[src/logic/dpc_pkg.sv]
// constants and types of the converter pll configuration and status block
package dpc_pkg;
    // register offsets on the serial control port
    localparam logic [11:0] ADDR_IRQ_ENABLE = 12'h01F;
    localparam logic [11:0] ADDR_IRQ_STATUS = 12'h023;
    localparam logic [11:0] ADDR_PLL_CONTROL = 12'h083;
    localparam logic [11:0] ADDR_PLL_STATE_FLAGS = 12'h084;
    localparam logic [11:0] ADDR_FEEDBACK_DIVIDER = 12'h085;
    localparam logic [11:0] ADDR_VCO_OUTPUT_DIVIDER = 12'h08B;
    localparam logic [11:0] ADDR_REFERENCE_DIVIDER = 12'h08C;
    localparam logic [11:0] ADDR_VCO_CAL_OFFSET = 12'h1B4;
    localparam logic [11:0] ADDR_VCO_VARACTOR_SETTING = 12'h1B6;
    localparam logic [11:0] ADDR_VCO_BIAS_SETTING = 12'h1BB;

    // field positions
    localparam int CTRL_ENABLE_BIT = 4;
    localparam int CTRL_RECAL_BIT = 7;
    localparam int STAT_UPPER_EDGE_HI = 7;
    localparam int STAT_UPPER_EDGE_LO = 6;
    localparam int STAT_CAL_DONE_BIT = 5;
    localparam int STAT_BAND_DONE_BIT = 3;
    localparam int STAT_LOWER_EDGE_BIT = 2;
    localparam int STAT_LOCK_BIT = 1;
    localparam int IRQ_LOCK_BIT = 5;
    localparam int IRQ_LOST_BIT = 4;
    localparam int VCO_DIV_CODE_W = 2;
    localparam int REF_DIV_CODE_W = 3;

    // values after reset
    localparam logic [7:0] RST_BYTE = 8'h00;
    localparam logic [1:0] RST_VCO_DIV_CODE = 2'h0;
    localparam logic [2:0] RST_REF_DIV_CODE = 3'h0;

    // vco band search
    localparam int BAND_W = 9;
    localparam logic [8:0] BAND_FIRST = 9'h000;
    localparam logic [8:0] BAND_LAST = 9'h1FF; // 512 bands
    localparam int CLOCK_PERIOD_NS = 25;
    localparam int BAND_SETTLE_NS = 100;
    localparam int BAND_SETTLE_CYC_INT = (BAND_SETTLE_NS + CLOCK_PERIOD_NS - 1) / CLOCK_PERIOD_NS;
    localparam logic [7:0] BAND_SETTLE_CYC = 8'(BAND_SETTLE_CYC_INT);

    typedef enum logic [1:0] {
        BAND_IDLE = 2'b00,
        BAND_SEARCH = 2'b01,
        BAND_SETTLE = 2'b10,
        BAND_TRACK = 2'b11
    } dpc_band_state_t;
endpackage

[src/logic/dpc_pll_ctrl.sv]
// pll configuration registers, band selection, status flags and lock events
`timescale 1ns/1ps

// Operation
// - after enable the block searches the 512 vco bands by itself
// - once the search is done, band-edge flags nudge the band without host help
// - vco output divider code sits in bits 1:0 of its register
// - feedback loop divider takes all eight bits of its register
// - reference divider code sits in bits 2:0 of its register
// - state flags bit 5 shows calibration done and valid
// - state flags bit 1 shows pll locked
// - state flags report upper band edge on 7:6 and lower edge
// - lock and lost-lock events gated by enable bits 5 and 4
// - irq status bits 5 and 4 read the events; writing one to a bit clears it
// - output divider codes 1, 2, 3 give division by 4, 8, 16
// - reference code n gives division by two to the n, up to 32
module dpc_pll_ctrl (
    input wire logic clock,
    input wire logic resetn,
    input wire logic softReset,
    input wire logic [11:0] regAddr,
    input wire logic [7:0] regWrData,
    input wire logic regWrEn,
    input wire logic regRdEn,
    output logic [7:0] regRdData,
    output logic regRdValid,
    input wire logic pllLockRaw,
    input wire logic calDoneRaw,
    input wire logic upperEdgeRaw,
    input wire logic lowerEdgeRaw,
    input wire logic vcoInBandRaw,
    output logic pllEnable,
    output logic pllRecal,
    output logic [dpc_pkg::BAND_W-1:0] vcoBand,
    output logic [7:0] feedbackLoopDivider,
    output logic [1:0] vcoOutputDividerCode,
    output logic [2:0] referenceDividerCode,
    output logic [4:0] vcoOutputDivisionFactor,
    output logic [5:0] referenceDivisionFactor,
    output logic [7:0] vcoCalOffset,
    output logic [7:0] vcoVaractorSetting,
    output logic [7:0] vcoBiasSetting,
    output logic pllIrq
);
    import dpc_pkg::*;

    logic [7:0] irqEnable_r;
    logic [7:0] control_r;
    logic [7:0] feedback_r;
    logic [1:0] vcoDivCode_r;
    logic [2:0] refDivCode_r;
    logic [7:0] calOffset_r;
    logic [7:0] varactor_r;
    logic [7:0] bias_r;
    logic irqLock_r;
    logic irqLost_r;
    logic [4:0] syncA_r;
    logic [4:0] syncB_r;
    logic lockPrev_r;
    logic recalPrev_r;
    dpc_band_state_t bandState_r;
    logic [BAND_W-1:0] band_r;
    logic [7:0] settleCnt_r;
    logic tracking_r;
    logic bandDone_r;
    logic lockSync;
    logic calSync;
    logic upperSync;
    logic lowerSync;
    logic inBandSync;
    logic lockRise;
    logic lockFall;
    logic recalRise;
    logic wrIrqStatus;
    logic [7:0] readMux;

    // vco output division factor from its code, zero for the unused code
    function automatic logic [4:0] vcoFactor(input logic [1:0] code);
        case (code)
            2'h1: vcoFactor = 5'h04;
            2'h2: vcoFactor = 5'h08;
            2'h3: vcoFactor = 5'h10;
            default: vcoFactor = 5'h00;
        endcase
    endfunction

    // reference division factor, powers of two up to 32, zero above
    function automatic logic [5:0] refFactor(input logic [2:0] code);
        if (code <= 3'h5) begin
            refFactor = 6'(6'h01 << code);
        end else begin
            refFactor = 6'h00;
        end
    endfunction

    // two-stage synchronisers for analog indications
    always_ff @(posedge clock or negedge resetn) begin
        if (!resetn) begin
            syncA_r <= 5'h00;
            syncB_r <= 5'h00;
        end else begin
            syncA_r <= {vcoInBandRaw, lowerEdgeRaw, upperEdgeRaw, calDoneRaw, pllLockRaw};
            syncB_r <= syncA_r;
        end
    end

    assign lockSync = syncB_r[0];
    assign calSync = syncB_r[1];
    assign upperSync = syncB_r[2];
    assign lowerSync = syncB_r[3];
    assign inBandSync = syncB_r[4];

    // configuration register writes
    always_ff @(posedge clock or negedge resetn) begin
        if (!resetn) begin
            irqEnable_r <= RST_BYTE;
            control_r <= RST_BYTE;
            feedback_r <= RST_BYTE;
            vcoDivCode_r <= RST_VCO_DIV_CODE;
            refDivCode_r <= RST_REF_DIV_CODE;
            calOffset_r <= RST_BYTE;
            varactor_r <= RST_BYTE;
            bias_r <= RST_BYTE;
        end else if (softReset) begin
            irqEnable_r <= RST_BYTE;
            control_r <= RST_BYTE;
            feedback_r <= RST_BYTE;
            vcoDivCode_r <= RST_VCO_DIV_CODE;
            refDivCode_r <= RST_REF_DIV_CODE;
            calOffset_r <= RST_BYTE;
            varactor_r <= RST_BYTE;
            bias_r <= RST_BYTE;
        end else if (regWrEn) begin
            case (regAddr)
                ADDR_IRQ_ENABLE: irqEnable_r <= regWrData;
                ADDR_PLL_CONTROL: control_r <= regWrData;
                ADDR_FEEDBACK_DIVIDER: feedback_r <= regWrData;
                ADDR_VCO_OUTPUT_DIVIDER: vcoDivCode_r <= regWrData[VCO_DIV_CODE_W-1:0];
                ADDR_REFERENCE_DIVIDER: refDivCode_r <= regWrData[REF_DIV_CODE_W-1:0];
                ADDR_VCO_CAL_OFFSET: calOffset_r <= regWrData;
                ADDR_VCO_VARACTOR_SETTING: varactor_r <= regWrData;
                ADDR_VCO_BIAS_SETTING: bias_r <= regWrData;
                default: ;
            endcase
        end
    end

    // configuration outputs and decoded division factors
    always_ff @(posedge clock or negedge resetn) begin
        if (!resetn) begin
            pllEnable <= 1'b0;
            pllRecal <= 1'b0;
            feedbackLoopDivider <= RST_BYTE;
            vcoOutputDividerCode <= RST_VCO_DIV_CODE;
            referenceDividerCode <= RST_REF_DIV_CODE;
            vcoOutputDivisionFactor <= 5'h00;
            referenceDivisionFactor <= 6'h00;
            vcoCalOffset <= RST_BYTE;
            vcoVaractorSetting <= RST_BYTE;
            vcoBiasSetting <= RST_BYTE;
        end else begin
            pllEnable <= control_r[CTRL_ENABLE_BIT];
            pllRecal <= control_r[CTRL_RECAL_BIT];
            feedbackLoopDivider <= feedback_r;
            vcoOutputDividerCode <= vcoDivCode_r;
            referenceDividerCode <= refDivCode_r;
            vcoOutputDivisionFactor <= vcoFactor(vcoDivCode_r);
            referenceDivisionFactor <= refFactor(refDivCode_r);
            vcoCalOffset <= calOffset_r;
            vcoVaractorSetting <= varactor_r;
            vcoBiasSetting <= bias_r;
        end
    end

    // edge detection on synchronised lock and on the recalibrate bit
    always_ff @(posedge clock or negedge resetn) begin
        if (!resetn) begin
            lockPrev_r <= 1'b0;
            recalPrev_r <= 1'b0;
        end else begin
            lockPrev_r <= lockSync;
            recalPrev_r <= control_r[CTRL_RECAL_BIT];
        end
    end

    assign lockRise = lockSync && !lockPrev_r;
    assign lockFall = !lockSync && lockPrev_r;
    assign recalRise = control_r[CTRL_RECAL_BIT] && !recalPrev_r;

    // automatic vco band search, then temperature tracking while enabled
    always_ff @(posedge clock or negedge resetn) begin
        if (!resetn) begin
            bandState_r <= BAND_IDLE;
            band_r <= BAND_FIRST;
            settleCnt_r <= 8'h00;
            tracking_r <= 1'b0;
            bandDone_r <= 1'b0;
        end else if (softReset || !control_r[CTRL_ENABLE_BIT]) begin
            bandState_r <= BAND_IDLE;
            band_r <= BAND_FIRST;
            settleCnt_r <= 8'h00;
            tracking_r <= 1'b0;
            bandDone_r <= 1'b0;
        end else if (recalRise) begin
            bandState_r <= BAND_SEARCH; // restart search on recalibrate
            bandDone_r <= 1'b0;
            tracking_r <= 1'b0;
        end else begin
            case (bandState_r)
                BAND_IDLE: begin
                    bandState_r <= BAND_SEARCH;
                end
                BAND_SEARCH: begin
                    band_r <= BAND_FIRST;
                    settleCnt_r <= BAND_SETTLE_CYC;
                    tracking_r <= 1'b0;
                    bandState_r <= BAND_SETTLE;
                end
                BAND_SETTLE: begin
                    if (settleCnt_r > 8'h01) begin
                        settleCnt_r <= settleCnt_r - 8'h01;
                    end else if (tracking_r || inBandSync || band_r == BAND_LAST) begin
                        bandDone_r <= 1'b1;
                        bandState_r <= BAND_TRACK;
                    end else begin
                        band_r <= band_r + 9'h001;
                        settleCnt_r <= BAND_SETTLE_CYC;
                    end
                end
                BAND_TRACK: begin
                    if (upperSync && band_r != BAND_LAST) begin
                        band_r <= band_r + 9'h001;
                        settleCnt_r <= BAND_SETTLE_CYC;
                        tracking_r <= 1'b1;
                        bandState_r <= BAND_SETTLE;
                    end else if (lowerSync && band_r != BAND_FIRST) begin
                        band_r <= band_r - 9'h001;
                        settleCnt_r <= BAND_SETTLE_CYC;
                        tracking_r <= 1'b1;
                        bandState_r <= BAND_SETTLE;
                    end
                end
                default: bandState_r <= BAND_IDLE;
            endcase
        end
    end

    // band index to the vco
    always_ff @(posedge clock or negedge resetn) begin
        if (!resetn) begin
            vcoBand <= BAND_FIRST;
        end else begin
            vcoBand <= band_r;
        end
    end

    assign wrIrqStatus = regWrEn && (regAddr == ADDR_IRQ_STATUS);

    // sticky lock events; a new event wins over a clear in the same cycle
    always_ff @(posedge clock or negedge resetn) begin
        if (!resetn) begin
            irqLock_r <= 1'b0;
            irqLost_r <= 1'b0;
        end else if (softReset) begin
            irqLock_r <= 1'b0;
            irqLost_r <= 1'b0;
        end else begin
            if (lockRise && irqEnable_r[IRQ_LOCK_BIT]) begin
                irqLock_r <= 1'b1;
            end else if (wrIrqStatus && regWrData[IRQ_LOCK_BIT]) begin
                irqLock_r <= 1'b0;
            end
            if (lockFall && irqEnable_r[IRQ_LOST_BIT]) begin
                irqLost_r <= 1'b1;
            end else if (wrIrqStatus && regWrData[IRQ_LOST_BIT]) begin
                irqLost_r <= 1'b0;
            end
        end
    end

    // interrupt line follows any pending event
    always_ff @(posedge clock or negedge resetn) begin
        if (!resetn) begin
            pllIrq <= 1'b0;
        end else begin
            pllIrq <= irqLock_r || irqLost_r;
        end
    end

    // read data selection; reserved bits and unmapped addresses read zero
    always_comb begin
        readMux = 8'h00;
        case (regAddr)
            ADDR_IRQ_ENABLE: readMux = irqEnable_r;
            ADDR_IRQ_STATUS: begin
                readMux[IRQ_LOCK_BIT] = irqLock_r;
                readMux[IRQ_LOST_BIT] = irqLost_r;
            end
            ADDR_PLL_CONTROL: readMux = control_r;
            ADDR_PLL_STATE_FLAGS: begin
                readMux[STAT_UPPER_EDGE_HI] = upperSync;
                readMux[STAT_UPPER_EDGE_LO] = upperSync;
                readMux[STAT_CAL_DONE_BIT] = calSync;
                readMux[STAT_BAND_DONE_BIT] = bandDone_r;
                readMux[STAT_LOWER_EDGE_BIT] = lowerSync;
                readMux[STAT_LOCK_BIT] = lockSync;
            end
            ADDR_FEEDBACK_DIVIDER: readMux = feedback_r;
            ADDR_VCO_OUTPUT_DIVIDER: readMux[VCO_DIV_CODE_W-1:0] = vcoDivCode_r;
            ADDR_REFERENCE_DIVIDER: readMux[REF_DIV_CODE_W-1:0] = refDivCode_r;
            ADDR_VCO_CAL_OFFSET: readMux = calOffset_r;
            ADDR_VCO_VARACTOR_SETTING: readMux = varactor_r;
            ADDR_VCO_BIAS_SETTING: readMux = bias_r;
            default: readMux = 8'h00;
        endcase
    end

    // registered read answer, one cycle after the read strobe
    always_ff @(posedge clock or negedge resetn) begin
        if (!resetn) begin
            regRdData <= 8'h00;
            regRdValid <= 1'b0;
        end else begin
            regRdValid <= regRdEn;
            if (regRdEn) begin
                regRdData <= readMux;
            end
        end
    end
endmodule

[config.mk]
export PLATFORM = sky130hd
export DESIGN_NAME = dpc_pll_ctrl
export DESIGN_NICKNAME = d
export VERILOG_FILES = /design/src/logic/dpc_pkg.sv /design/src/logic/dpc_pll_ctrl.sv
export SDC_FILE = /design/constraint.sdc
export NUM_CORES = 1
export LEC_CHECK = 0
export ABC_CLOCK_PERIOD_IN_PS = 2600
export BUFFER_PORTS_ARGS = -buffer_cell sky130_fd_sc_hd__buf_2
export CAP_MARGIN = 30
export CORE_MARGIN = 2
export CORE_UTILIZATION = 51
export CTS_CLUSTER_DIAMETER = 80
export DETAILED_ROUTE_END_ITERATION = 8
export PLACE_DENSITY = 0.73
export REMOVE_ABC_BUFFERS = 1
export SETUP_SLACK_MARGIN = 0.2
export SYNTH_ARGS = -nofsm -noshare
export SYNTH_HDL_FRONTEND = slang
export SYNTH_SLANG_ARGS = --single-unit
export TNS_END_PERCENT = 1
[constraint.sdc]
create_clock -name clock -period 2.6 [get_ports clock]
set_input_delay 0.13 -clock clock [delete_from_list [all_inputs] [get_ports clock]]
set_output_delay 0.13 -clock clock [all_outputs]
set_load 0.005 [all_outputs]
==> flow_summary_export.csv, run 1 <==
group,metric,value,unit
outcome,status,"complete, but fails checks",
outcome,violations,"negative setup slack",
yosys,ys_ff_latch,154,
clock_network,cts.path.max_buffers,2,
final_layout,final.fill_count,1019,
drt,drtPass1Iterations,6,
worst_setup_path,worst_path_max_delay_cell,"or4_4",
timing,max_freq,378,MHz
grt,grt_remaining_overflow,0,
drt,via_per_inst,5.87,
final_layout,drive_above_1_share,29.8,%
timing,period_minus_slack,2.65,ns
hold_path,hold_class,"input port to register",
grt,grt_util_all_layers,26.3,%
worst_setup_path,worstRegToRegCells,10,
clock_network,cts_made_buffers,17,
clock_network,cts-htree-levels,4,
grt,antenna_found_initial,0,
floorplan,num_rows,41,
clock_network,path_clk_slew,0.06,ns
worst_setup_path,crit_top_cell,"and4_4",
power,p_per_area,606,mW/mm^2
yosys,syn-mean-instance-area,11.3,sq um
final_layout,final_cells,890,
grt,grt_first_pass_wirelength,26900,um
floorplan,die_area,0.0137,sq mm
worst_setup_path,crit_arrival,2.98,ns
grt,grt_pass1_vias,5146,
worst_setup_path,start_kind,"register",
yosys,synth_top_area_cell,"dfrtp_1",
floorplan,start_util,52.0,%
clock_network,root_buffer,"clkbuf_16",
clock_network,cts_tree,"yes",
placed_design,io_buffers,96,
yosys,yosysSeqAreaShare,59.2,%
worst_setup_path,startpoint,"band_r[3]",
timing,slew_violations,0,
yosys,synthDistinctLibCells,64,
timing,rsz0062_at_grt,"true",
floorplan,ios,99,
placed_design,gp_congestion,0.956,
floorplan,die_w,117,um
clock_network,cts_sinks,154,
final_layout,num_antenna_cells,0,
final_layout,num-nets-final,741,
placed_design,place_ws,-0.219,ns
clock_network,clk_latency,0.42,ns
drt,totalWireLength,17100,um
grt,grt_max_degree,62,
drt,drc,0,
drt,num_vias,5223,
worst_setup_path,worst-path-max-fanout,5,
floorplan,die_h,117,um
floorplan,coreArea,0.0125,sq mm
worst_setup_path,r2r-end,"band_r[2]",
timing,fin_skew,0.00737,ns
flow_run,drv_cap,0,
yosys,yosysTopAreaCellShare,59.2,%
timing,setup_viol,4,
worst_setup_path,worst-setup-path-type,"register to register",
power,ir_drop,581,uV
yosys,synth_edf_count,0,
worst_setup_path,timing.rr.start,"band_r[3]",
yosys,synth_area_leaders,"dfrtp_1 59%, mux2i_1 8.0%, nor2_1 4.4%",
worst_setup_path,worstSetupEndpoint,"band_r[2]",
drt,ant_nets,0,
yosys,synthFlopType,"dfrtp_1",
yosys,synthArstFlopShare,100,%
power,finalPower,4.95,mW
yosys,synth_cells,574,
timing,finalHoldViolations,0,
placed_design,dp_hpwl,11100,um
placed_design,dp_cells,847,
timing,worst_slew_pin_slew,0.666,ns
drt,routedWlPerCell,19.2,um
timing,setup_ws,-0.0466,ns
final_layout,area_growth,25.5,%
timing,finalCritPeriodShare,102,%
worst_setup_path,crit_chain,"and2_4 > and4_4 > and3_4 > ha_4 > buf_6 > nor4b_4 > and4_4 > o221ai_4 > or4_4 > a31oi_4",
timing,slew_headroom,55.2,%
power,power_leakage,4.06,nW
worst_setup_path,cpPeakStageDelay,0.58,ns
final_layout,final_util,65.2,%
drt,drtIter0Drc,451,
worst_setup_path,required,2.93,ns
worst_setup_path,crit_path_end_kind,"register",
yosys,yosysWarnings,0,
yosys,syn_area,0.00651,sq mm
worst_setup_path,r2r_setup_slack,-0.05,ns
## registers in the layout, indices dropped and copies added (netlist names), 3 cells and up
name,count
settleCnt_r,8
control_r,8
vcoVaractorSetting,8
vcoCalOffset,8
vcoBand,9
syncA_r,5
feedbackLoopDivider,8
referenceDivisionFactor,6
calOffset_r,8
feedback_r,8
refDivCode_r,3
regRdData,8
vcoOutputDivisionFactor,3
bias_r,8
syncB_r,5
irqEnable_r,8
band_r,9
referenceDividerCode,3
varactor_r,8
vcoBiasSetting,8
## worst max-delay path, delay by kind of cell, from the launching register on
| kind | cells | cell delay (ns) |
|---|---|---|
| buffers and inverters | 1 | 0.12 |
| AND/OR/NAND/NOR | 6 | 1.58 |
| flip-flops | 1 | 0.38 |
| adder cells (fa/ha/maj) | 1 | 0.16 |
| AO/OA/AOI/OAI | 2 | 0.32 |
## Yosys cell counts (all sizes together), types with 3 or more instances
cell	instances
mux2i	52
clkbuf	22
or3	9
a221oi	3
mux2	6
a31oi	13
nor3b	7
nor3	6
and2	3
nor4	8
a22oi	12
nand2	35
or4	11
or2	4
nor2	78
inv	8
nand2b	10
dfrtp	154
nor2b	3
ha	6
or3b	3
o21ai	14
nand3	24
a21oi	27
buf	11
and4	4
nand4	5
## report_power, final
part           leakage (nW)  internal [mW]  switching (mW)
sequential             2.11           2.42          0.0130
combinational          1.69         0.0612           0.141
clock                 0.266           1.37           0.952
## cells in the final DEF (no fill, tap or decap), drive strengths merged, types with 3 or more instances in the layout
cell,count
mux2i,52
or3b,3
a21oi,27
nand2,35
nand3,24
o221ai,3
ha,6
inv,9
a221oi,3
nor3,6
clkbuf,22
a31oi,13
nand2b,10
nor3b,7
buf,137
or2,4
clkinvlp,3
nor4,8
or3,9
and2,3
nor2b,3
dfrtp,154
or4,11
o21ai,14
and4,4
a22oi,12
nand4,5
dlygate4sd3,6
clkinv,5
mux2,6
nor2,78
## worst min path at each step
stage,start,end,slack [ns],cells after the start
6_report,regWrData[6],control_r[6],0.02,3
5_1_grt,regWrData[6],control_r[6],0.02,3
4_1_cts,regWrData[6],control_r[6],0.005,3
3_5_place_dp,resetn,referenceDivisionFactor[5],0.15,1
3_3_place_gp,resetn,referenceDivisionFactor[5],0.13,1
2_1_floorplan,resetn,bandDone_r,-0.17,0
## cell type report
class | count | area, sq um | share of cell area (%)
tap | 172 | 215 | 2.64
clock buffer | 22 | 464 | 5.68
inverter | 8 | 30.0 | 0.368
timing repair buffer | 143 | 875 | 10.7
multi-input combinational | 381 | 2630 | 32.3
sequential | 154 | 3850 | 47.2
clock inverter | 10 | 93.8 | 1.15
## metrics by stage
step	area (sq um)	hold WS, ns	setup TNS, ns
after floorplan	6360	-0.166	-0.913
after global placement	7350	0.135	-0.560
after detailed placement	7350	0.146	-2.15
after CTS	8080	0.00545	0
after global routing	8170	0.0165	-0.724
final	8170	0.0243	-0.0626
## timing repair
item / in CTS / in global routing
setup endpoints to repair: 16 / 17
hold endpoints to repair: 64 / 0
buffers inserted: 4 / 0
cloned: 1 / 0
pin swaps: 9 / 15
hold buffers: 6 / 0
gates resized for setup: 15 / 22
## metal layers
layer / share of wire, % / global-route usage [%]
met5: 0 / 0
met3: 6.5 / 6.44
met2: 49 / 41.3
met1: 42 / 35.2
met4: 2.5 / 11.1
## kinds of logic (layout without fill, tap and decap cells)
kind of cell,count (synthesis),after routing,synth area share (%)
simple gates,222,222,18.3
flops,154,154,59.2
compound gates,91,92,9.32
mux,58,58,9.03
buf+inv,41,183,2.79
fa+ha+maj,6,6,1.15
other cells,1,2,0.0576
xor+xnor,1,1,0.135
No activity file was read; power rests on OpenSTA's default activity.
==> inputs of run 2 (changes only) <==
--- a/config.mk
+++ b/config.mk
@@ -14,7 +14,6 @@
 export DETAILED_ROUTE_END_ITERATION = 8
 export PLACE_DENSITY = 0.73
 export REMOVE_ABC_BUFFERS = 1
-export SETUP_SLACK_MARGIN = 0.2
 export SYNTH_ARGS = -nofsm -noshare
 export SYNTH_HDL_FRONTEND = slang
 export SYNTH_SLANG_ARGS = --single-unit
==> run 2 against run 1 <==
Against the previous run:
- the run still ends with negative setup slack left
- die area stayed put
- clock skew hardly changed
- critical endpoint unchanged
- routed wire length is 0.39% lower
- sequential power hardly changed
- highest routed layer unchanged
- cell count is 0.11% lower
==> flow_summary_export.csv, run 2 (synthesis results as in run 1) <==
group,metric,value,unit
outcome,status,"complete, but fails checks",
outcome,violations,"negative setup slack",
floorplan,die_w,117,um
floorplan,coreArea,0.0125,sq mm
placed_design,place_ws,-0.219,ns
final_layout,regArea,0.00385,sq mm
placed_design,io_buffers,96,
worst_setup_path,required,2.93,ns
timing,finalCritPeriodShare,103,%
worst_setup_path,worst-path-max-fanout,5,
placed_design,gp_congestion,0.956,
worst_setup_path,worst-setup-path-type,"register to register",
clock_network,clk_latency,0.43,ns
floorplan,num_rows,41,
clock_network,cts.path.max_buffers,2,
flow_run,drv_cap,0,
floorplan,die_h,117,um
drt,totalWireLength,17000,um
timing,rsz0062_at_grt,"true",
grt,grt_first_pass_wirelength,26700,um
clock_network,root_buffer,"clkbuf_16",
drt,routedWlPerCell,19.1,um
grt,grt_remaining_overflow,0,
placed_design,dp_hpwl,11100,um
grt,grt_pass1_vias,5125,
timing,holdWs,0.0246,ns
final_layout,drive_above_1_share,29.8,%
clock_network,cts-htree-levels,4,
timing,fin_skew,0.00757,ns
drt,drtIter0Drc,499,
drt,num_vias,5184,
timing,finalHoldViolations,0,
final_layout,num-nets-final,740,
timing,slew_violations,0,
timing,slew_headroom,55.4,%
final_layout,multiInputGateArea,0.00264,sq mm
drt,drc,0,
hold_path,hold_class,"input port to register",
timing,setup_viol,2,
floorplan,ios,99,
final_layout,final.fill_count,1018,
clock_network,cts_tree,"yes",
final_layout,layout_common_cells,"154 x dfrtp_1, 95 x buf_2, 77 x nor2_1, 52 x mux2i_1, 37 x buf_4",
power,power_leakage,4.05,nW
final_layout,reg_top3,"band_r (9), vcoBand (9)",
power,p_per_area,606,mW/mm^2
drt,drtPass1Iterations,7,
drt,via_per_inst,5.83,
final_layout,area_growth,25.4,%
floorplan,die_area,0.0137,sq mm
timing,max_freq,372,MHz
grt,grt_max_degree,62,
final_layout,num_antenna_cells,0,
grt,antenna_found_initial,0,
timing,period_minus_slack,2.68,ns
clock_network,cts_sinks,154,
drt,ant_nets,0,
grt,grt_util_all_layers,26.1,%
clock_network,path_clk_slew,0.06,ns
final_layout,final_common_cell,"dfrtp_1",
power,ir_drop,578,uV
timing,setup_ws,-0.0846,ns
floorplan,start_util,52.0,%
timing,worst_slew_pin_slew,0.664,ns
worst_setup_path,start_kind,"register",
clock_network,cts_made_buffers,17,
worst_setup_path,crit_arrival,3.02,ns
worst_setup_path,crit_path_end_kind,"register",
## run 2: path summary, 6_finish.rpt
kind / startpoint / slack [ns] / end / cells after the start
max: band_r[3] / -0.08 / band_r[2] / 10
min: regWrData[7] / 0.02 / irqEnable_r[7] / 3
max reg2reg: band_r[3] / -0.08 / band_r[2] / 10
min reg2reg: syncA_r[4] / 0.35 / syncB_r[4] / 0
max in group asynchronous: resetn / 1.51 / syncB_r[1] / 3
min in group asynchronous: resetn / 0.25 / referenceDivisionFactor[1] / 2
## run 2: critical path, cell delays in order, from the launching register on
cell	delay [ns]
dfrtp_1	0.39
and2_4	0.17
and4_4	0.14
and3_4	0.17
ha_4	0.16
buf_6	0.12
nor4b_4	0.26
and4_4	0.28
o221ai_4	0.14
or4_4	0.58
a31oi_4	0.19
## run 2: timing repair
item / 4_1_cts / 5_1_grt
pin swaps: 8 / 14
cloned: 1 / 0
setup buffers: 3 / 0
endpoints found under the hold margin: 64 / 0
hold buffers: 6 / 0
setup endpoints to repair: 15 / 15
gates resized for setup: 15 / 22
## run 2: per-stage QoR
stage | instance area, sq um | power [mW] | util (%) | instances | TNS, ns
6_report | 8160 | 4.95 | 65.2 | 889 | -0.0932
5_1_grt | 8160 | 5.12 | 65.2 | 889 | -0.500
4_1_cts | 8080 | 4.99 | 64.5 | 889 | 0
3_5_place_dp | 7350 | 2.66 | 58.7 | 847 | -2.15
3_3_place_gp | 7350 | 2.66 | 58.7 | 847 | -0.560
2_1_floorplan | 6360 | 2.51 | - | 542 | -0.913
## run 2: final cells by class
cell class	instances	share of cell area [%]
inverter	8	0.368
multi-input combinational	381	32.3
sequential	154	47.2
timing repair buffer	142	10.6
clock inverter	10	1.15
clock buffer	22	5.69
tap	172	2.64
## run 2: power breakdown
group	switching (mW)	leakage, nW	internal, mW
sequential	0.0131	2.11	2.42
clock	0.952	0.266	1.37
combinational	0.142	1.68	0.0617
total	1.11	4.05	3.84
## run 2: layer usage
| metal | up-vias | part of all wire [%] | global-route usage, % |
|---|---|---|---|
| li1 | 2311 | - | - |
| met1 | 2586 | 42 | 34.6 |
| met2 | 245 | 49 | 41.1 |
| met3 | 42 | 6.9 | 6.80 |
| met4 | 0 | 2.2 | 10.7 |
| met5 | - | 0 | 0 |
